--- config.mk ---
export PLATFORM = sky130hd
export DESIGN_NAME = crm_seq_top
export DESIGN_NICKNAME = d
export VERILOG_FILES = /design/src/core/crm_axil_slave.v /design/src/core/crm_dbg_code.v /design/src/core/crm_seq_top.v
export VERILOG_INCLUDE_DIRS = /design/src /design/src/pkg
export SDC_FILE = /design/constraint.sdc
export NUM_CORES = 1
export LEC_CHECK = 0
export CAP_MARGIN = 20
export CORE_UTILIZATION = 55
export CTS_CLUSTER_SIZE = 10
export DETAILED_ROUTE_END_ITERATION = 10
export DONT_BUFFER_PORTS = 1
export GPL_TIMING_DRIVEN = 0
export PLACE_DENSITY = 0.82
export SLEW_MARGIN = 40
export SYNTH_ARGS = -nofsm -noshare
export SYNTH_HDL_FRONTEND = slang
export SYNTH_SLANG_ARGS = --single-unit
export TNS_END_PERCENT = 5
--- constraint.sdc ---
create_clock -name mclk_in -period 1.85 [get_ports mclk_in]
set_input_delay 0.0925 -clock mclk_in [delete_from_list [all_inputs] [get_ports mclk_in]]
set_output_delay 0.0925 -clock mclk_in [all_outputs]
set_load 0.02 [all_outputs]
--- src/pkg/crm_seq_regs.vh ---
// Register map, codes and reset values of the cyclic run sequencer
`ifndef CRM_SEQ_REGS_VH
`define CRM_SEQ_REGS_VH

// Byte offsets on the register bus
`define CRM_OFS_KEY        8'h00
`define CRM_OFS_PSC        8'h04
`define CRM_OFS_WAKE_EN    8'h08
`define CRM_OFS_STATUS     8'h0C
`define CRM_OFS_DBG_BASE   8'h10

// Protection key value that arms one mode-control write
`define CRM_KEY_VALUE      32'hA5A5_A501

// Mode-control request codes (low bits of the mode-control word)
`define CRM_PSC_W          2
`define CRM_PSC_NONE       2'h0
`define CRM_PSC_DEEP_STOP  2'h1
`define CRM_PSC_CYC_ENTRY  2'h2
`define CRM_PSC_CYC_STOP   2'h3

// Sequencer states
`define CRM_MODE_W         3
`define CRM_MODE_RUN       3'h0
`define CRM_MODE_DSTOP     3'h1
`define CRM_MODE_DSTOP_CYC 3'h2
`define CRM_MODE_CRUN      3'h3
`define CRM_MODE_CSTOP     3'h4

// Debug status codes per core
`define CRM_DBG_W          16
`define CRM_DBG_RUN        16'h0001
`define CRM_DBG_INACTIVE   16'h0010
`define CRM_DBG_DEEP_STOP  16'h0200
`define CRM_DBG_CYC_RUN    16'h0400
`define CRM_DBG_CYC_STOP   16'h0800
`define CRM_DBG_CYC_DIS    16'h1000

// Fetch start addresses
`define CRM_RRAM_BASE      32'hFE80_0000
`define CRM_RESET_VECTOR   32'h0000_0000

// Status register fields
`define CRM_ST_MODE_LSB    0
`define CRM_ST_FLASH_BIT   3
`define CRM_ST_KEY_BIT     4
`define CRM_ST_ACTIVE_LSB  8

// Reset values
`define CRM_RST_WAKE_EN    8'h00
`define CRM_RST_PSC        2'h0

`endif
--- src/core/crm_axil_slave.v ---
// AXI4-Lite slave front end: handshakes, write strobe and read capture
`timescale 1ns/1ps
`default_nettype none

module crm_axil_slave #(
  parameter AW = 8                            // Address width
) (
  input  wire          mclk_in,              // System clock
  input  wire          rst_n_in,             // Sync reset, active low
  input  wire          ce_in,                // Clock enable
  input  wire [AW-1:0] s_axi_awaddr_in,      // Write address
  input  wire          s_axi_awvalid_in,     // Write address valid
  output wire          s_axi_awready_out,    // Write address ready
  input  wire [31:0]   s_axi_wdata_in,       // Write data
  input  wire [3:0]    s_axi_wstrb_in,       // Write byte strobes
  input  wire          s_axi_wvalid_in,      // Write data valid
  output wire          s_axi_wready_out,     // Write data ready
  output wire [1:0]    s_axi_bresp_out,      // Write response
  output wire          s_axi_bvalid_out,     // Write response valid
  input  wire          s_axi_bready_in,      // Write response ready
  input  wire [AW-1:0] s_axi_araddr_in,      // Read address
  input  wire          s_axi_arvalid_in,     // Read address valid
  output wire          s_axi_arready_out,    // Read address ready
  output wire [31:0]   s_axi_rdata_out,      // Read data
  output wire [1:0]    s_axi_rresp_out,      // Read response
  output wire          s_axi_rvalid_out,     // Read data valid
  input  wire          s_axi_rready_in,      // Read data ready
  output wire          wr_en_out,            // One-cycle register write
  output wire [AW-1:0] wr_addr_out,          // Write byte address
  output wire [31:0]   wr_data_out,          // Write data
  output wire [3:0]    wr_strb_out,          // Write strobes
  input  wire          wr_err_in,            // Write address unmapped
  output wire [AW-1:0] rd_addr_out,          // Read byte address
  input  wire [31:0]   rd_data_in,           // Read data for rd_addr
  input  wire          rd_err_in             // Read address unmapped
);

  reg          aw_hold_r;
  reg          w_hold_r;
  reg [AW-1:0] awaddr_r;
  reg [31:0]   wdata_r;
  reg [3:0]    wstrb_r;
  reg          bvalid_r;
  reg [1:0]    bresp_r;
  reg          rvalid_r;
  reg [1:0]    rresp_r;
  reg [31:0]   rdata_r;

  // Channel readies and write fire
  assign s_axi_awready_out = ~aw_hold_r & ~bvalid_r;
  assign s_axi_wready_out  = ~w_hold_r & ~bvalid_r;
  assign s_axi_arready_out = ~rvalid_r;
  assign wr_en_out   = ce_in & aw_hold_r & w_hold_r & ~bvalid_r;
  assign wr_addr_out = awaddr_r;
  assign wr_data_out = wdata_r;
  assign wr_strb_out = wstrb_r;
  assign rd_addr_out = s_axi_araddr_in;
  assign s_axi_bvalid_out = bvalid_r;
  assign s_axi_bresp_out  = bresp_r;
  assign s_axi_rvalid_out = rvalid_r;
  assign s_axi_rresp_out  = rresp_r;
  assign s_axi_rdata_out  = rdata_r;

  // Write side: hold address and data, answer once both are in
  always @(posedge mclk_in) begin
    if (!rst_n_in) begin
      aw_hold_r <= 1'b0;
      w_hold_r  <= 1'b0;
      awaddr_r  <= {AW{1'b0}};
      wdata_r   <= 32'h0000_0000;
      wstrb_r   <= 4'h0;
      bvalid_r  <= 1'b0;
      bresp_r   <= 2'h0;
    end else if (ce_in) begin
      if (s_axi_awvalid_in && s_axi_awready_out) begin
        aw_hold_r <= 1'b1;
        awaddr_r  <= s_axi_awaddr_in;
      end
      if (s_axi_wvalid_in && s_axi_wready_out) begin
        w_hold_r <= 1'b1;
        wdata_r  <= s_axi_wdata_in;
        wstrb_r  <= s_axi_wstrb_in;
      end
      if (wr_en_out) begin
        aw_hold_r <= 1'b0;
        w_hold_r  <= 1'b0;
        bvalid_r  <= 1'b1;
        bresp_r   <= wr_err_in ? 2'h2 : 2'h0;
      end else if (bvalid_r && s_axi_bready_in) begin
        bvalid_r <= 1'b0;
      end
    end
  end

  // Read side: data captured at the address handshake
  always @(posedge mclk_in) begin
    if (!rst_n_in) begin
      rvalid_r <= 1'b0;
      rresp_r  <= 2'h0;
      rdata_r  <= 32'h0000_0000;
    end else if (ce_in) begin
      if (s_axi_arvalid_in && s_axi_arready_out) begin
        rvalid_r <= 1'b1;
        rresp_r  <= rd_err_in ? 2'h2 : 2'h0;
        rdata_r  <= rd_err_in ? 32'h0000_0000 : rd_data_in;
      end else if (rvalid_r && s_axi_rready_in) begin
        rvalid_r <= 1'b0;
      end
    end
  end

endmodule // crm_axil_slave

`default_nettype wire

--- src/core/crm_dbg_code.v ---
// Per-core debug status code generator, registered outputs
`timescale 1ns/1ps
`default_nettype none
`include "crm_seq_regs.vh"

module crm_dbg_code #(
  parameter NCORE = 4                        // Number of cores
) (
  input  wire                        mclk_in,   // System clock
  input  wire                        rst_n_in,  // Sync reset, active low
  input  wire                        ce_in,     // Clock enable
  input  wire [`CRM_MODE_W-1:0]      mode_in,   // Sequencer state
  input  wire [NCORE-1:0]            active_in, // Cores running in run
  input  wire [NCORE-1:0]            cyc_sel_in,// Core chosen for cyclic
  output reg  [NCORE*`CRM_DBG_W-1:0] code_out   // Flat status codes
);

  // Code of one core for the given state
  function [`CRM_DBG_W-1:0] core_code;
    input [`CRM_MODE_W-1:0] mode;
    input                   act;
    input                   sel;
    begin
      case (mode)
        `CRM_MODE_RUN:       core_code = act ? `CRM_DBG_RUN
                                             : `CRM_DBG_INACTIVE;
        `CRM_MODE_DSTOP:     core_code = `CRM_DBG_DEEP_STOP;
        `CRM_MODE_DSTOP_CYC: core_code = `CRM_DBG_DEEP_STOP;
        `CRM_MODE_CRUN:      core_code = sel ? `CRM_DBG_CYC_RUN
                                             : `CRM_DBG_CYC_DIS;
        `CRM_MODE_CSTOP:     core_code = sel ? `CRM_DBG_CYC_STOP
                                             : `CRM_DBG_CYC_DIS;
        default:             core_code = `CRM_DBG_INACTIVE;
      endcase
    end
  endfunction

  integer i;

  // One code per core, refreshed every enabled cycle
  always @(posedge mclk_in) begin
    if (!rst_n_in) begin
      code_out <= {NCORE{`CRM_DBG_INACTIVE}};
    end else if (ce_in) begin
      for (i = 0; i < NCORE; i = i + 1) begin
        code_out[i*`CRM_DBG_W +: `CRM_DBG_W] <=
          core_code(mode_in, active_in[i], cyc_sel_in[i]);
      end
    end
  end

endmodule // crm_dbg_code

`default_nettype wire

--- src/core/crm_seq_top.v ---
// Cyclic run mode sequencer: mode control, core wake and flash block
//
// The register addresses and register access over AXI4-Lite were left to the implementer.
`timescale 1ns/1ps
`default_nettype none
`include "crm_seq_regs.vh"

module crm_seq_top #(
  parameter NCORE        = 4,                 // Number of cores
  parameter WAKE_W       = 8,                 // Wakeup source count
  parameter CYC_SECONDARY = 0,                // 1: secondary core variant
  parameter [NCORE-1:0] INIT_STOPPED = 4'h0   // Cores stopped at reset
) (
  input  wire                        mclk_in,           // 250 MHz clock
  input  wire                        rst_n_in,          // Sync reset
  input  wire                        ce_in,             // Clock enable
  input  wire [7:0]                  s_axi_awaddr_in,   // Write address
  input  wire                        s_axi_awvalid_in,  // Write addr valid
  output wire                        s_axi_awready_out, // Write addr ready
  input  wire [31:0]                 s_axi_wdata_in,    // Write data
  input  wire [3:0]                  s_axi_wstrb_in,    // Write strobes
  input  wire                        s_axi_wvalid_in,   // Write data valid
  output wire                        s_axi_wready_out,  // Write data ready
  output wire [1:0]                  s_axi_bresp_out,   // Write response
  output wire                        s_axi_bvalid_out,  // Response valid
  input  wire                        s_axi_bready_in,   // Response ready
  input  wire [7:0]                  s_axi_araddr_in,   // Read address
  input  wire                        s_axi_arvalid_in,  // Read addr valid
  output wire                        s_axi_arready_out, // Read addr ready
  output wire [31:0]                 s_axi_rdata_out,   // Read data
  output wire [1:0]                  s_axi_rresp_out,   // Read response
  output wire                        s_axi_rvalid_out,  // Read data valid
  input  wire                        s_axi_rready_in,   // Read data ready
  input  wire [WAKE_W-1:0]           wake_src_in,       // Wakeup requests
  input  wire [NCORE-1:0]            core_activate_in,  // Start a stopped core
  input  wire [NCORE-1:0]            flash_req_in,      // Core flash requests
  output wire [NCORE-1:0]            flash_grant_out,   // Flash access allowed
  input  wire [NCORE-1:0]            dbg_halt_req_in,   // Debug halt requests
  output reg  [NCORE-1:0]            core_halt_out,     // Halt to cores
  output reg  [NCORE-1:0]            core_run_out,      // Core clock enable
  output reg  [NCORE-1:0]            core_reset_out,    // Core reset pulse
  output reg  [31:0]                 boot_addr_out,     // Fetch start address
  output reg                         flash_block_out,   // Flash blocked
  output wire [`CRM_MODE_W-1:0]      mode_out,          // Sequencer state
  output wire [NCORE*`CRM_DBG_W-1:0] dbg_status_out     // Per-core codes
);

  // Bus-side wires
  wire        wr_en;
  wire [7:0]  wr_addr;
  wire [31:0] wr_data;
  wire [3:0]  wr_strb;
  wire [7:0]  rd_addr;
  reg  [31:0] rd_data;
  reg         rd_err;
  reg         wr_err;

  // State
  reg [`CRM_MODE_W-1:0] mode_r;
  reg [`CRM_MODE_W-1:0] mode_nxt;
  reg                   key_armed_r;
  reg [`CRM_PSC_W-1:0]  psc_r;
  reg [WAKE_W-1:0]      wake_en_r;
  reg [NCORE-1:0]       active_r;
  reg [NCORE-1:0]       active_nxt;
  reg [NCORE-1:0]       rst_pulse_nxt;
  reg [NCORE-1:0]       run_nxt;
  reg [31:0]            boot_nxt;

  // Core chosen for cyclic run, fixed by the product variant
  wire [NCORE-1:0] cyc_sel;
  assign cyc_sel = (CYC_SECONDARY != 0) ? {{(NCORE-1){1'b0}}, 1'b1} << 1
                                        : {{(NCORE-1){1'b0}}, 1'b1};

  // Debug code index of an address, from the debug base
  function [7:0] dbg_index;
    input [7:0] addr;
    begin
      dbg_index = (addr - `CRM_OFS_DBG_BASE) >> 2;
    end
  endfunction

  // True for a full-word write to the given offset
  function full_wr;
    input [7:0] addr;
    input [3:0] strb;
    input [7:0] ofs;
    begin
      full_wr = (addr == ofs) && (strb == 4'hF);
    end
  endfunction

  wire key_wr = wr_en && full_wr(wr_addr, wr_strb, `CRM_OFS_KEY);
  wire psc_wr = wr_en && full_wr(wr_addr, wr_strb, `CRM_OFS_PSC);
  // mode write only when key armed
  wire psc_ok = psc_wr && key_armed_r;
  wire [`CRM_PSC_W-1:0] psc_req = psc_ok ? wr_data[`CRM_PSC_W-1:0]
                                         : `CRM_PSC_NONE;
  wire wake = |(wake_src_in & wake_en_r);

  // Register bus front end
  crm_axil_slave #(
    .AW (8)
  ) u_bus (
    .mclk_in           (mclk_in),
    .rst_n_in          (rst_n_in),
    .ce_in             (ce_in),
    .s_axi_awaddr_in   (s_axi_awaddr_in),
    .s_axi_awvalid_in  (s_axi_awvalid_in),
    .s_axi_awready_out (s_axi_awready_out),
    .s_axi_wdata_in    (s_axi_wdata_in),
    .s_axi_wstrb_in    (s_axi_wstrb_in),
    .s_axi_wvalid_in   (s_axi_wvalid_in),
    .s_axi_wready_out  (s_axi_wready_out),
    .s_axi_bresp_out   (s_axi_bresp_out),
    .s_axi_bvalid_out  (s_axi_bvalid_out),
    .s_axi_bready_in   (s_axi_bready_in),
    .s_axi_araddr_in   (s_axi_araddr_in),
    .s_axi_arvalid_in  (s_axi_arvalid_in),
    .s_axi_arready_out (s_axi_arready_out),
    .s_axi_rdata_out   (s_axi_rdata_out),
    .s_axi_rresp_out   (s_axi_rresp_out),
    .s_axi_rvalid_out  (s_axi_rvalid_out),
    .s_axi_rready_in   (s_axi_rready_in),
    .wr_en_out         (wr_en),
    .wr_addr_out       (wr_addr),
    .wr_data_out       (wr_data),
    .wr_strb_out       (wr_strb),
    .wr_err_in         (wr_err),
    .rd_addr_out       (rd_addr),
    .rd_data_in        (rd_data),
    .rd_err_in         (rd_err)
  );

  // Per-core debug status codes
  crm_dbg_code #(
    .NCORE (NCORE)
  ) u_dbg (
    .mclk_in    (mclk_in),
    .rst_n_in   (rst_n_in),
    .ce_in      (ce_in),
    .mode_in    (mode_r),
    .active_in  (active_r),
    .cyc_sel_in (cyc_sel),
    .code_out   (dbg_status_out)
  );

  // Write address decode: key, mode control and wake enable are writable
  always @* begin
    wr_err = !((wr_addr == `CRM_OFS_KEY) || (wr_addr == `CRM_OFS_PSC) ||
               (wr_addr == `CRM_OFS_WAKE_EN));
  end

  // Read mux
  always @* begin
    rd_data = 32'h0000_0000;
    rd_err  = 1'b0;
    case (rd_addr)
      `CRM_OFS_KEY:     rd_data = 32'h0000_0000;
      `CRM_OFS_PSC:     rd_data[`CRM_PSC_W-1:0] = psc_r;
      `CRM_OFS_WAKE_EN: rd_data[WAKE_W-1:0] = wake_en_r;
      `CRM_OFS_STATUS: begin
        rd_data[`CRM_ST_MODE_LSB +: `CRM_MODE_W] = mode_r;
        rd_data[`CRM_ST_FLASH_BIT] = flash_block_out;
        rd_data[`CRM_ST_KEY_BIT]   = key_armed_r;
        rd_data[`CRM_ST_ACTIVE_LSB +: NCORE] = active_r;
      end
      default: begin
        if ((rd_addr >= `CRM_OFS_DBG_BASE) && (rd_addr[1:0] == 2'h0) &&
            (dbg_index(rd_addr) < NCORE)) begin
          rd_data[`CRM_DBG_W-1:0] =
            dbg_status_out[dbg_index(rd_addr)*`CRM_DBG_W +: `CRM_DBG_W];
        end else begin
          rd_err = 1'b1;
        end
      end
    endcase
  end

  // Next state, core enables, reset pulses and fetch address
  always @* begin
    mode_nxt      = mode_r;
    active_nxt    = active_r | core_activate_in;
    rst_pulse_nxt = {NCORE{1'b0}};
    boot_nxt      = boot_addr_out;
    case (mode_r)
      `CRM_MODE_RUN: begin
        if (psc_req == `CRM_PSC_CYC_ENTRY) begin
          mode_nxt = `CRM_MODE_DSTOP_CYC;
        end else if (psc_req == `CRM_PSC_DEEP_STOP) begin
          mode_nxt = `CRM_MODE_DSTOP;
        end
      end
      `CRM_MODE_DSTOP: begin
        if (wake) begin
          mode_nxt      = `CRM_MODE_RUN;
          rst_pulse_nxt = {NCORE{1'b1}};
          active_nxt    = ~INIT_STOPPED;
          boot_nxt      = `CRM_RESET_VECTOR;
        end
      end
      `CRM_MODE_DSTOP_CYC: begin
        if (wake) begin
          mode_nxt      = `CRM_MODE_CRUN;
          rst_pulse_nxt = cyc_sel;
          boot_nxt      = `CRM_RRAM_BASE;
        end
      end
      `CRM_MODE_CRUN: begin
        if (psc_req == `CRM_PSC_CYC_STOP) begin
          mode_nxt = `CRM_MODE_CSTOP;
        end else if (psc_req == `CRM_PSC_DEEP_STOP) begin
          mode_nxt = `CRM_MODE_DSTOP;
        end
      end
      `CRM_MODE_CSTOP: begin
        if (wake) begin
          mode_nxt = `CRM_MODE_CRUN;
        end
      end
      default: mode_nxt = `CRM_MODE_RUN;
    endcase
  end

  // Core run enables for the next state
  always @* begin
    case (mode_nxt)
      `CRM_MODE_RUN:  run_nxt = active_nxt;
      `CRM_MODE_CRUN: run_nxt = cyc_sel;
      default:        run_nxt = {NCORE{1'b0}};
    endcase
  end

  // Sequencer registers
  always @(posedge mclk_in) begin
    if (!rst_n_in) begin
      mode_r          <= `CRM_MODE_RUN;
      active_r        <= ~INIT_STOPPED;
      core_run_out    <= ~INIT_STOPPED;
      core_reset_out  <= {NCORE{1'b0}};
      boot_addr_out   <= `CRM_RESET_VECTOR;
      flash_block_out <= 1'b0;
      core_halt_out   <= {NCORE{1'b0}};
    end else if (ce_in) begin
      mode_r          <= mode_nxt;
      active_r        <= active_nxt;
      core_run_out    <= run_nxt;
      core_reset_out  <= rst_pulse_nxt;
      boot_addr_out   <= boot_nxt;
      flash_block_out <= (mode_nxt == `CRM_MODE_CRUN);
      core_halt_out   <= dbg_halt_req_in & run_nxt;
    end
  end

  // Key arming and software registers
  always @(posedge mclk_in) begin
    if (!rst_n_in) begin
      key_armed_r <= 1'b0;
      psc_r       <= `CRM_RST_PSC;
      wake_en_r   <= `CRM_RST_WAKE_EN;
    end else if (ce_in) begin
      if (wr_en) begin
        key_armed_r <= key_wr && (wr_data == `CRM_KEY_VALUE);
      end
      if (psc_ok) begin
        psc_r <= wr_data[`CRM_PSC_W-1:0];
      end
      if (wr_en && (wr_addr == `CRM_OFS_WAKE_EN)) begin
        if (wr_strb[0]) begin
          wake_en_r <= wr_data[WAKE_W-1:0];
        end
      end
    end
  end

  assign flash_grant_out = flash_req_in & ~{NCORE{flash_block_out}};
  assign mode_out        = mode_r;

endmodule // crm_seq_top

`default_nettype wire

Word-level counts from Yosys, hierarchy flattened. Index checks and enable logic that the tools add are counted.

Register bits after elaboration: 211.

Add/sub/neg operators: 1. Magnitude comparators: 2. Eq/ne operators: 17. Shift operators: 1. Multiplexer cells: 43. Bitwise gates (word level): 14. Reductions and logical operators: 45.

Operators by type and width (count): $pmux W16 S3 (3); $mux W32 (2); $pmux W16 S4 (1); $pmux W32 S2 (1); $shiftx A64 B11 Y16 (1); $eq A32 B32 Y1 const B (1); $mux W16 (2); $eq A8 B4 Y1 const B (3); $pmux W4 S2 (3); $mux W5 (4); $reduce_and A2 Y1 (9); $eq A8 B3 Y1 const B (2); $logic_not A8 Y1 (2); $mux W4 (4); $mux W3 (5); $logic_and A1 B1 Y1 (14); $pmux W3 S4 (1); $mux W1 (11); $reduce_bool A2 Y1 (5); $eq A3 B2 Y1 const B (3); $pmux W3 S3 (1); $and A4 B4 Y4 (2); $and A8 B8 Y8 (1); $ge A8 B5 Y1 const B (1); other kinds (24) (41).

Depth between registers and ports, before layout. Gate-level depths: netlist (run 1).

Depth in word-level cells: 13. Gate-level depth with buffers: 8. Gate-level depth less buffers: 8.

Hierarchy. Synthesis (run 1) repeated with hierarchy kept, for this count alone.

Cells, all modules: 775. Area total of the unflattened synthesis: 7181.9 sq um.

Modules (own cells, without submodules): crm_axil_slave (instances 1, cells an instance 371, area each 3525.9 sq um, seq. area each 1641.6 sq um); crm_seq_top (instances 1, cells an instance 294, area each 2552.4 sq um, seq. area each 600.6 sq um); crm_dbg_code (instances 1, cells an instance 110, area each 1103.6 sq um, seq. area each 420.4 sq um).

Least setup slack after synthesis (run 1). Ideal clock, no wire load.

Kind: reg-to-reg. Start point: reg u_bus.bvalid_r, in the netlist u_bus.s_axi_bvalid_out. End point: reg core_halt_out[0]. Library setup time: 0.088 ns. Data arrival time: 1.901 ns. Required time: 1.762 ns. Slack: -0.140 ns. Cell stages (with the launch flop): 8. Path buffers: 1. Period minus slack after synthesis: 1.990 ns. Cell sequence: dfxtp_1 buf_6 and4b_1 nand4_2 or3_4 a31oi_4 nand3_1 a311oi_2.

Word-level cells in the longest chain between the ends: 12. Elaborated cells on any way between the ends: 16.

Ends and longest elaborated chain: start, declared (RTL line crm_axil_slave.v:43) `reg bvalid_r;`; start signal, assigned (RTL line crm_axil_slave.v:72) `bvalid_r <= 1'b0;`; start signal, assigned (RTL line crm_axil_slave.v:87) `bvalid_r <= 1'b1;`; start signal, assigned (RTL line crm_axil_slave.v:90) `bvalid_r <= 1'b0;`; $not A1 Y1 * (RTL line crm_axil_slave.v:53) `assign wr_en_out = ce_in & aw_hold_r & w_hold_r & ~bvalid_r;`; $and A1 B1 Y1 * (RTL line crm_axil_slave.v:53); $logic_and A1 B1 Y1 * (RTL line crm_seq_top.v:94) `` wire psc_wr = wr_en && full_wr(wr_addr, wr_strb, `CRM_OFS_PSC); ``; $logic_and A1 B1 Y1 * (RTL line crm_seq_top.v:96) `wire psc_ok = psc_wr && key_armed_r;`; $mux W2 (no source line) *; $eq A2 B1 Y1 (no source line); $mux W3 (RTL line crm_seq_top.v:190, crm_seq_top.v:212); $mux W3, on equally long branches (RTL line crm_seq_top.v:210, crm_seq_top.v:188); $pmux W3 S4 * (RTL line crm_seq_top.v:186) `case (mode_r)`; $eq A3 B2 Y1 or $logic_not A3 Y1 (tied branches) (RTL line crm_seq_top.v:227) `case (mode_nxt)`; $pmux W4 S2 * (RTL line crm_seq_top.v:227); $and A4 B4 Y4 * (RTL line crm_seq_top.v:251) `core_halt_out <= dbg_halt_req_in & run_nxt;`; end signal, assigned (RTL line crm_seq_top.v:243) `core_halt_out <= {NCORE{1'b0}};`; end signal, assigned (RTL line crm_seq_top.v:251); end, declared (RTL line crm_seq_top.v:39) `output reg [NCORE-1:0] core_halt_out,`.

Mark *: on every way between the ends. The rest lies on a longest branch, timed or not. A chain may end at the register's enable or synchronous reset.

Worst setup path in the final report (run 1). Ends and elaborated chain as after synthesis.

==> summary.txt, run 1 <==
Layout
  • Layout cells sized above 1: a little under a quarter
  • Most frequent cells in the layout: buf_4 (115), nand2_1 (112), dfxtp_1 (100)
  • Number of fill cells: about 700
  • Final design utilization: 73.5%
  • Antenna cells: 0
  • Commonest non-fill, non-tap cell in the layout: buf_4
  • Area delta synth->final: 28.3%
  • Nets: 894
  • Multi-input logic area: between 0.002 and 0.003 sq mm
  • Final std cells w/o fill: roughly 950
  • Register area: between 0.002 and 0.0025 sq mm

Worst hold path
  • Min-delay worst type: in2reg

Die
  • Die footprint: 0.0101 sq mm
  • IO Count: approximately 240
  • Die Ht: about 100 um
  • DIE WIDTH: between 100 and 150 um
  • Initial Util: between 50% and 60%
  • Row count: 35
  • Core ar.: 0.00928 sq mm

Route
  • Routed via count: around 4900
  • Post-DR wirelength/cell: about 16 um
  • 1st-iter DRT viols: 318
  • Vias per cell: between 5 and 6
  • Initial DRT Pass Iterations: 5
  • Post-DRT Antenna Nets: 0
  • Total Wirelength: 14.9 mm
  • Drc violations: 0

Clock network
  • Clk sinks: 105
  • CTS tree: yes
  • H-tree depth: 3
  • CTS clock-pin slew for the worst setup and hold paths: around 110 ps
  • CTS Buffer Depth: 2
  • Clock latency on the worst-skew pair: a little under 400 ps
  • Root Driver: clkbuf_8
  • TritonCTS buffer count: 9

Yosys
  • Synthesized area: approximately 0.0053 sq mm
  • Yosys warns: 0
  • Count of cell types in the netlist: slightly below 60
  • Post-Syn Instances: roughly 650
  • Syn avg cell area: between 8 and 9 sq um
  • Post-synth EDFFs: 0
  • Flops & latches, synth: approximately 110
  • Asr flop ratio synth: 0%
  • Post-synth top flop: dfxtp_1
  • Sequential-to-total area share from yosys stat: between 30% and 40%

Outcome
  • Status: complete, but fails checks
  • Failing checks: setup timing

Power and ir drop
  • P_leak: just under 3 nW
  • Pwr/cell area: about 700 mW/mm^2
  • Peak supply drop: between 0.4 and 0.5 mV
  • Tot Pwr: between 0.004 and 0.005 W

Timing
  • Setup Skew: about 16 ps
  • Final setup viols: 20
  • RSZ-0062 raised after global routing: yes
  • Max Fclk: a little under 500 MHz
  • Crit path time final: about 2100 ps
  • Worst slew pin tran: ~700 ps
  • Final hold violation count: 0
  • Setup_tns: -2050 ps
  • Period utilisation layout: 112%
  • Final Max Tran Viols: 0
  • Setup WS post-layout: -221 ps
  • Relative slew margins: a little over half
  • Worst hold margin: 94.9 ps

Setup path
  • Worst Path Max Fanout: 5
  • Crit path arrival time: 2370 ps
  • Buf+Inv Stages, Crit Path: 1
  • Top delay family on crit path: compound AO/OA/AOI/OAI gates
  • WP data required: 2150 ps
  • Crit path kind: reg2reg
  • Worst path max stage delay: 390 ps
  • Slowest CP cell: dfxtp_4
  • Crit-path cells: buf_6, and4b_1, and4_4, nand3_1, a211o_1, a21o_2, a311oi_2
  • Setup crit end kind: flop
  • Crit start category: flop

Placement
  • Placed Cells incl. Taps: around 870
  • GPL Wtd Cong: 0.890
  • Buffers on Ports: 0
  • Dpl hpwl: about 10 mm

Global route
  • Vias in the first global route: 4738
  • Pin count of the biggest net entering global routing: 22
  • GR Overflow Total: 0
  • Initial antenna violation count: 0
  • Global-route wire length before repair: between 20 and 25 mm
  • Global Route Usage Sum: a little under 30%

Job
  • Maxcap violations: 0
==> repair_timing <==
item | in CTS | in global routing
gates cloned | 0 | 0
setup endpoints to repair | 56 | 69
resized for setup | 19 | 34
hold endpoints to repair | 57 | 0
pin swaps | 10 | 8
hold buffers | 55 | 0
setup buffers | 10 | 0
==> Yosys cell counts (2+ instances only) <==
| cell type | n | area share (%) |
|---|---|---|
| inv_1 | 7 | 0.49 |
| nand3b_1 | 4 | 0.56 |
| o211ai_1 | 4 | 0.56 |
| nand2_1 | 112 | 7.9 |
| and2_1 | 2 | 0.24 |
| nand4_1 | 4 | 0.47 |
| a31oi_1 | 3 | 0.35 |
| mux4_2 | 2 | 0.85 |
| a22o_1 | 2 | 0.33 |
| nand4b_1 | 2 | 0.33 |
| a2bb2oi_1 | 2 | 0.33 |
| and4b_1 | 2 | 0.38 |
| ha_1 | 3 | 0.71 |
| nor3_1 | 10 | 0.94 |
| o31ai_1 | 4 | 0.56 |
| or3_1 | 3 | 0.35 |
| a21oi_1 | 63 | 5.9 |
| nor4_1 | 4 | 0.47 |
| a32oi_1 | 2 | 0.33 |
| nand3_1 | 17 | 1.6 |
| a211oi_1 | 4 | 0.56 |
| a221oi_1 | 2 | 0.33 |
| nor2b_1 | 7 | 0.82 |
| buf_4 | 106 | 15 |
| mux2_2 | 3 | 0.64 |
| nor4b_1 | 3 | 0.49 |
| and3_1 | 4 | 0.47 |
| mux2i_1 | 23 | 4.3 |
| inv_2 | 2 | 0.14 |
| clkbuf_1 | 30 | 2.1 |
| buf_1 | 2 | 0.14 |
| nor2_1 | 52 | 3.7 |
| or4b_2 | 2 | 0.38 |
| nor4b_2 | 2 | 0.56 |
| a41oi_1 | 2 | 0.33 |
| dfxtp_1 | 105 | 40 |
| a22oi_1 | 4 | 0.56 |
| nor4_4 | 2 | 0.80 |
| o21ai_0 | 18 | 1.7 |
==> worst paths after layout <==
kind                                       startpoint                                    end  slack (ps)  depth (start not counted)
setup / recovery  u_bus.s_axi_bvalid_out$_SDFFE_PN0P_          core_halt_out[0]$_SDFFE_PN0P_        -220                          7
hold / removal                       s_axi_arvalid_in  u_bus.s_axi_rdata_out[4]$_SDFFE_PN0P_          90                          3
setup reg to reg  u_bus.s_axi_bvalid_out$_SDFFE_PN0P_          core_halt_out[0]$_SDFFE_PN0P_        -220                          7
hold reg to reg     u_bus.wr_strb_out[1]$_SDFFE_PN0P_      u_bus.wr_strb_out[1]$_SDFFE_PN0P_         470                          2
==> cell families after synthesis <==
family	count (synthesis)	synth area share [%]
buffers and inverters	149	18.2
flip-flops	105	39.5
other	1	0.0705
XOR/XNOR	1	0.165
AND/OR/NAND/NOR	242	22.3
AO/OA/AOI/OAI	116	13.2
multiplexers	28	5.81
adder cells (fa/ha/maj)	3	0.706
==> state kept, by name, summed over array words and instances, names as in the netlist, 2 cells and up <==
name / cells
u_dbg.code_out: 12
core_halt_out: 4
u_bus.wr_data_out: 32
u_bus.s_axi_rdata_out: 13
core_reset_out: 2
psc_r: 2
core_run_out: 4
u_bus.wr_addr_out: 8
active_r: 4
wake_en_r: 8
u_bus.wr_strb_out: 4
mode_out: 3
==> power breakdown <==
group / switching (W) / total [W] / internal, W / leakage [nW]
registers: 0.000117 / 0.00246 / 0.00234 / 0.859
logic: 0.000487 / 0.000842 / 0.000356 / 1.97
clock network: 0.000920 / 0.00147 / 0.000546 / 0.104
total: 0.00152 / 0.00477 / 0.00324 / 2.93
==> worst reg2reg max path: cells and delay by family, from the launching register on <==
kind / cells / cell delay [ps]
flip-flops: 1 / 390
AND/OR/NAND/NOR: 3 / 680
AO/OA/AOI/OAI: 3 / 790
buffers and inverters: 1 / 130
==> metal layers <==
layer  track usage (%)  routed length (um)  part of all wire (%)
met1              32.2                5430                    36
met2              54.1                7850                    53
met3              8.36                1330                   8.9
met4              10.0                 334                   2.2
met5                 0                   0                     0
==> layout make-up <==
type	instances	share of cell area (%)
well taps	129	2.36
inverters	9	0.495
flip-flops and latches	105	31.0
multi-input cells	482	40.1
clock buffers	9	1.81
repair buffers	65	9.22
plain buffers	139	13.9
clock inverters	7	1.19
==> stage by stage <==
stage                     cell area, sq um  worst slack [ps]
after detailed placement              5850              -220
after CTS                             6730              -152
after floorplan                       5680             -44.7
after global routing                  6830              -264
after global placement                5840              -222
final                                 6830              -221
(Power assumes the default switching activity.)
==> run 2, diff against run 1 <==
--- a/config.mk
+++ b/config.mk
@@ -12,7 +12,7 @@
 export DETAILED_ROUTE_END_ITERATION = 10
 export DONT_BUFFER_PORTS = 1
 export GPL_TIMING_DRIVEN = 0
-export PLACE_DENSITY = 0.82
+export PLACE_DENSITY = 0.79
 export SLEW_MARGIN = 40
 export SYNTH_ARGS = -nofsm -noshare
 export SYNTH_HDL_FRONTEND = slang
==> constraint.sdc (replaced) <==
create_clock -name mclk_in -period 2.3 [get_ports mclk_in]
set_input_delay 0.115 -clock mclk_in [delete_from_list [all_inputs] [get_ports mclk_in]]
set_output_delay 0.115 -clock mclk_in [all_outputs]
set_load 0.02 [all_outputs]
==> run 2 against run 1 <==
The flow now finishes without violations; wire length shrank 4.1%; sequential share of layout area grew 0.88 points; first-iteration DRC count shrank 45%; total power shrank 20%; non-clock buffer count shrank 10; sequential power shrank 20%; hold slack lost 39 ps; die area is the same.
==> summary.txt, run 2 (same netlist as run 1, synthesis figures left out) <==
Timing
  • Period utilisation layout: 96.1% (was 112%)
  • Setup Skew: 10.9 ps (was 16.4 ps)
  • Relative slew margins: 53.1% (was 53.4%)
  • RSZ-0062 raised after global routing: yes (unchanged)
  • Final hold violation count: 0 (unchanged)
  • Worst slew pin tran: 699 ps (was 694 ps)
  • Max Fclk: 452 MHz (was 483 MHz)
  • Final Max Tran Viols: 0 (unchanged)
  • Crit path time final: 2210 ps (was 2070 ps)
  • Final setup viols: 0 (was 20)

Worst hold path
  • Worst hold path cell count: 3 (unchanged)
  • Hold Path Sink: u_bus.wr_data_out[3]$_SDFFE_PN0P_ (was u_bus.s_axi_rdata_out[4]$_SDFFE_PN0P_)
  • Hold_sp: s_axi_wvalid_in (was s_axi_arvalid_in)
  • Min-delay worst type: in2reg (unchanged)

Setup path
  • RR Endpoint: core_halt_out[0]$_SDFFE_PN0P_ (unchanged)
  • Worst Path Max Fanout: 10 (was 5)
  • Crit path arrival time: 2490 ps (was 2370 ps)
  • Worst path max stage delay: 570 ps (was 390 ps)
  • Crit-path cells: clkbuf_1, inv_1, nand2_1, a41oi_1, nor4_1, nand3_1, a311oi_2 (was buf_6, and4b_1, and4_4, nand3_1, a211o_1, a21o_2, a311oi_2)
  • Slowest CP cell: dfxtp_1 (was dfxtp_4)
  • Crit path kind: reg2reg (unchanged)
  • Reg2reg path depth: 7 (unchanged)
  • Setup crit end kind: flop (unchanged)
  • Origin of the critical flop-to-flop path: mode_out[2]$_SDFFE_PN0P_ (was u_bus.s_axi_bvalid_out$_SDFFE_PN0P_)
  • Crit. Startpoint: mode_out[2]$_SDFFE_PN0P_ (was u_bus.s_axi_bvalid_out$_SDFFE_PN0P_)
  • WP data required: 2580 ps (was 2150 ps)
  • Reg-to-reg slack, setup: 90 ps (was -220 ps)
  • Crit start category: flop (unchanged)

Power and ir drop
  • Peak supply drop: 0.461 mV (was 0.500 mV)
  • Sw frac: 29.4% (was 31.9%)
  • P_leak: 2.82 nW (was 2.93 nW)
  • P_int: 0.00270 W (was 0.00324 W)
  • Comb pwr share: 17.1% (was 17.7%)
  • Reg power frac: 51.6% (about the same)
  • Clock Power Share: 31.4% (was 30.8%)
  • Psw: 0.00113 W (was 0.00152 W)
  • Pwr/cell area: 581 mW/mm^2 (was 698 mW/mm^2)

Clock network
  • Clock latency on the worst-skew pair: 380 ps (was 390 ps)
  • CTS clock-pin slew for the worst setup and hold paths: 110 ps (about the same)
  • TritonCTS buffer count: 9 (unchanged)
  • CTS Buffer Depth: 2 (unchanged)
  • H-tree depth: 3 (unchanged)
  • Root Driver: clkbuf_8 (unchanged)
  • Postcts setup bufs: 0 (was 10)
  • Clk sinks: 105 (unchanged)
  • CTS tree: yes (unchanged)

Die
  • Core ar.: 0.00928 sq mm (unchanged)
  • Die footprint: 0.0101 sq mm (unchanged)
  • IO Count: 237 (unchanged)
  • Initial Util: 57.3% (unchanged)
  • Die Ht: 100 um (unchanged)
  • Row count: 35 (unchanged)
  • DIE WIDTH: 100 um (unchanged)

Layout
  • Nets: 884 (was 894)
  • Register area: 0.00210 sq mm (was 0.00212 sq mm)
  • Antenna cells: 0 (unchanged)
  • Multi-input logic area: 0.00261 sq mm (was 0.00274 sq mm)
  • Most frequent cells in the layout: nand2_1 (112), buf_4 (106), dfxtp_1 (105) (was buf_4 (115), nand2_1 (112), dfxtp_1 (100))
  • Number of fill cells: 772 (was 719)
  • Layout cells sized above 1: 18.2% (was 23.3%)
  • Final design utilization: 71.0% (was 73.5%)
  • Number of flip-flops in the largest register: 32 (unchanged)
  • Final std cells w/o fill: 935 (was 945)
  • Area delta synth->final: 24.0% (was 28.3%)
  • Commonest non-fill, non-tap cell in the layout: nand2_1 (was buf_4)

Global route
  • Global Route Usage Sum: 27.9% (was 29.4%)
  • Global-route wire length before repair: 21.7 mm (was 23.1 mm)
  • Initial antenna violation count: 0 (unchanged)
  • Vias in the first global route: 4430 (was 4738)
  • GR Overflow Total: 0 (unchanged)
  • Pin count of the biggest net entering global routing: 19 (was 22)

Placement
  • Buffers on Ports: 0 (unchanged)
  • Dpl hpwl: 10.2 mm (was 10.1 mm)
  • Placed Cells incl. Taps: 865 (unchanged)
  • GPL Wtd Cong: 0.866 (was 0.890)

Route
  • Vias per cell: 5.08 (was 5.16)
  • Post-DRT Antenna Nets: 0 (unchanged)
  • Routed via count: 4754 (was 4880)
  • Post-DR wirelength/cell: 15.3 um (was 15.8 um)
  • Total Wirelength: 14.3 mm (was 14.9 mm)
  • Drc violations: 0 (unchanged)
  • 1st-iter DRT viols: 175 (was 318)
  • Initial DRT Pass Iterations: 5 (unchanged)

Outcome
  • Status: complete, no violations (was complete, but fails checks)

Job
  • Maxcap violations: 0 (unchanged)
==> run 2: routing by layer <==
layer / vias to the layer above / GRT usage, % / share of wire (%)
li1: 2313 / - / -
met1: 2190 / 31.7 / 39
met2: 228 / 51.3 / 52
met3: 23 / 5.78 / 7.5
met4: 0 / 10.0 / 2.0
met5: - / 0 / 0
==> run 2: metrics by stage <==
stage	power, W	setup TNS, ps	setup slack (ps)	instance area (sq um)	hold WS (ps)
2_1_floorplan	0.00249	0	310	5660	251
3_3_place_gp	0.00256	0	104	5820	254
3_5_place_dp	0.00257	0	68.3	5830	257
4_1_cts	0.00382	0	38.2	6590	47.6
5_1_grt	0.00397	-40.6	-37.8	6600	55.4
6_report	0.00383	0	90.0	6600	56.0
==> run 2: final cells by class <==
class,instances,area share (%)
multi-input cells,482,39.6
flip-flops and latches,105,31.9
plain buffers,140,14.1
repair buffers,54,8.20
well taps,129,2.45
clock buffers,10,2.09
clock inverters,6,1.16
inverters,9,0.512
==> run 2: how the worst max path moves through the flow <==
stage                                    end  slack [ps]  cells after the start
3_3_place_gp   core_halt_out[0]$_SDFFE_PN0P_         100                      6
2_1_floorplan  core_halt_out[0]$_SDFFE_PN0P_         310                      7
4_1_cts        core_halt_out[0]$_SDFFE_PN0P_          40                      6
5_1_grt        core_halt_out[3]$_SDFFE_PN0P_         -40                      7
3_5_place_dp   core_halt_out[0]$_SDFFE_PN0P_          70                      6
6_report       core_halt_out[0]$_SDFFE_PN0P_          90                      7
==> run 2: power groups by stage <==
stage	clock [W]	sequential, W	combinational, W
2_1_floorplan	0	0.00200	0.000491
3_3_place_gp	0	0.00201	0.000546
3_5_place_dp	0	0.00202	0.000555
4_1_cts	0.00121	0.00197	0.000632
5_1_grt	0.00128	0.00198	0.000706
6_report	0.00120	0.00198	0.000654
==> run 2: repair_timing <==
item,4_1_cts,5_1_grt
gates resized for setup,0,2
endpoints found under the hold margin,57,0
setup endpoints to repair,0,3
hold buffers,54,0
==> run 2: critical path, delay by kind of cell, from the launching register on <==
kind	cells	cell delay [ps]
and+or+nand+nor	3	620
buffers and inverters	2	600
DFF	1	570
AOI/OAI and AO/OA	2	360
==> run 3, diff against run 2 <==
--- a/config.mk
+++ b/config.mk
@@ -13,6 +13,7 @@
 export DONT_BUFFER_PORTS = 1
 export GPL_TIMING_DRIVEN = 0
 export PLACE_DENSITY = 0.79
+export SETUP_SLACK_MARGIN = 0.15
 export SLEW_MARGIN = 40
 export SYNTH_ARGS = -nofsm -noshare
 export SYNTH_HDL_FRONTEND = slang
==> run 3 against run 2 <==
First-iteration DRC count up 11%; hold slack lost 5.3 ps; sequential share of layout area down 0.25 points; critical endpoint unchanged.
==> summary.txt, run 3 (same netlist as run 1, synthesis figures left out) <==
Timing
  • Period utilisation layout: 95.3% (was 96.1%)
  • Final Max Tran Viols: 0 (unchanged)
  • Max Fclk: 456 MHz (was 452 MHz)
  • Setup_tns: 0 ps (unchanged)
  • Worst slew pin tran: 697 ps (was 699 ps)
  • Final setup viols: 0 (unchanged)
  • Setup Skew: 10.9 ps (about the same)
  • Relative slew margins: 53.2% (was 53.1%)
  • RSZ-0062 raised after global routing: yes (unchanged)
  • Final hold violation count: 0 (unchanged)
  • Crit path time final: 2190 ps (was 2210 ps)

Global route
  • Vias in the first global route: 4436 (was 4430)
  • Global-route wire length before repair: 21.8 mm (was 21.7 mm)
  • Pin count of the biggest net entering global routing: 19 (unchanged)
  • Global Route Usage Sum: 28.0% (was 27.9%)
  • GR Overflow Total: 0 (unchanged)
  • Initial antenna violation count: 0 (unchanged)

Die
  • Row count: 35 (unchanged)
  • DIE WIDTH: 100 um (unchanged)
  • Core ar.: 0.00928 sq mm (unchanged)
  • Initial Util: 57.3% (unchanged)
  • Die footprint: 0.0101 sq mm (unchanged)
  • IO Count: 237 (unchanged)
  • Die Ht: 100 um (unchanged)

Layout
  • Area delta synth->final: 25.0% (was 24.0%)
  • Final design utilization: 71.6% (was 71.0%)
  • Antenna cells: 0 (unchanged)
  • Final instance area: 0.00665 sq mm (was 0.00660 sq mm)
  • Number of flip-flops in the largest register: 32 (unchanged)
  • Nets: 884 (unchanged)
  • Layout cells sized above 1: 19.5% (was 18.2%)
  • Commonest non-fill, non-tap cell in the layout: nand2_1 (unchanged)
  • Most frequent cells in the layout: nand2_1 (112), buf_4 (106), dfxtp_1 (104) (was nand2_1 (112), buf_4 (106), dfxtp_1 (105))

Setup path
  • WP data required: 2590 ps (was 2580 ps)
  • Crit path kind: reg2reg (unchanged)
  • Setup crit end kind: flop (unchanged)
  • Crit start category: flop (unchanged)
  • Worst Path Max Fanout: 8 (was 10)
  • Crit path arrival time: 2480 ps (was 2490 ps)

Route
  • Routed via count: 4778 (was 4754)
  • Initial DRT Pass Iterations: 4 (was 5)
  • Total Wirelength: 14.4 mm (was 14.3 mm)
  • Post-DRT Antenna Nets: 0 (unchanged)
  • 1st-iter DRT viols: 195 (was 175)
  • Post-DR wirelength/cell: 15.4 um (was 15.3 um)
  • Vias per cell: 5.11 (was 5.08)
  • Drc violations: 0 (unchanged)

Placement
  • Dpl hpwl: 10.2 mm (unchanged)
  • Buffers on Ports: 0 (unchanged)
  • Placed Area: 0.00583 sq mm (unchanged)
  • GPL Wtd Cong: 0.866 (unchanged)

Clock network
  • Root Driver: clkbuf_8 (unchanged)
  • CTS Buffer Depth: 2 (unchanged)
  • Clock latency on the worst-skew pair: 380 ps (about the same)
  • CTS tree: yes (unchanged)
  • CTS clock-pin slew for the worst setup and hold paths: 110 ps (about the same)
  • TritonCTS buffer count: 9 (unchanged)
  • Clk sinks: 105 (unchanged)
  • H-tree depth: 3 (unchanged)

Worst hold path
  • Min-delay worst type: in2reg (unchanged)

Power and ir drop
  • P_leak: 2.83 nW (was 2.82 nW)
  • Pwr/cell area: 578 mW/mm^2 (was 581 mW/mm^2)
  • Peak supply drop: 0.462 mV (was 0.461 mV)

Outcome
  • Status: complete, no violations (unchanged)

Job
  • Maxcap violations: 0 (unchanged)
## run 3: what timing repair did
| item | CTS | global route |
|---|---|---|
| hold endpoints to repair | 57 | 0 |
| pin swaps | 0 | 3 |
| hold buffers | 54 | 0 |
| buffers inserted | 0 | 0 |
| resized for setup | 2 | 16 |
| endpoints found under the setup margin | 5 | 11 |
## run 3: report_power, final
group / switching [W] / internal, W / total (W)
combinational: 0.000385 / 0.000276 / 0.000661
sequential: 0.0000902 / 0.00189 / 0.00198
clock: 0.000660 / 0.000546 / 0.00121
total: 0.00114 / 0.00271 / 0.00384
## run 3: layout make-up
cell class / count / area, sq um
Multi-Input combinational cell: 482 / 2660
Fill cell: 761 / 2630
Sequential cell: 105 / 2100
Buffer: 140 / 936
Timing Repair Buffer: 54 / 541
Tap cell: 129 / 161
Clock buffer: 10 / 138
Clock inverter: 6 / 76.3
Inverter: 9 / 33.8
## run 3: routing by layer
layer  vias to the layer above  global-route usage [%]  share of wire [%]
li1                       2317                       -                  -
met1                      2220                    31.8                 38
met2                       214                    51.5                 52
met5                         -                       0                  0
met3                        27                    5.78                8.2
met4                         0                    10.0                2.2
## run 3: worst paths after layout
path | end | from | slack, ps | depth (start not counted)
worst max register to register | core_halt_out[0]$_SDFFE_PN0P_ | u_bus.s_axi_bvalid_out$_SDFFE_PN0P_ | 110 | 7
worst min-delay path | u_bus.wr_data_out[3]$_SDFFE_PN0P_ | s_axi_wvalid_in | 50 | 3
worst max-delay path | core_halt_out[0]$_SDFFE_PN0P_ | u_bus.s_axi_bvalid_out$_SDFFE_PN0P_ | 110 | 7
worst min register to register | u_bus.wr_strb_out[3]$_SDFFE_PN0P_ | u_bus.wr_strb_out[3]$_SDFFE_PN0P_ | 460 | 2
## run 3: stage by stage
step / hold WS (ps) / worst slack (ps) / instances / power [W]
after detailed placement: 257 / 68.3 / 865 / 0.00257
final: 50.7 / 108 / 935 / 0.00384
after floorplan: 251 / 310 / 736 / 0.00249
after global routing: 55.4 / 78.6 / 935 / 0.00398
after CTS: 47.5 / 147 / 935 / 0.00382
after global placement: 254 / 104 / 865 / 0.00256
## run 3: worst max-delay path: stages (launching register included)
cell	delay, ps
dfxtp_2	380
buf_6	150
and4b_2	320
and4_2	260
a41oi_1	180
nor4_1	410
nand3_2	140
a311oi_2	270
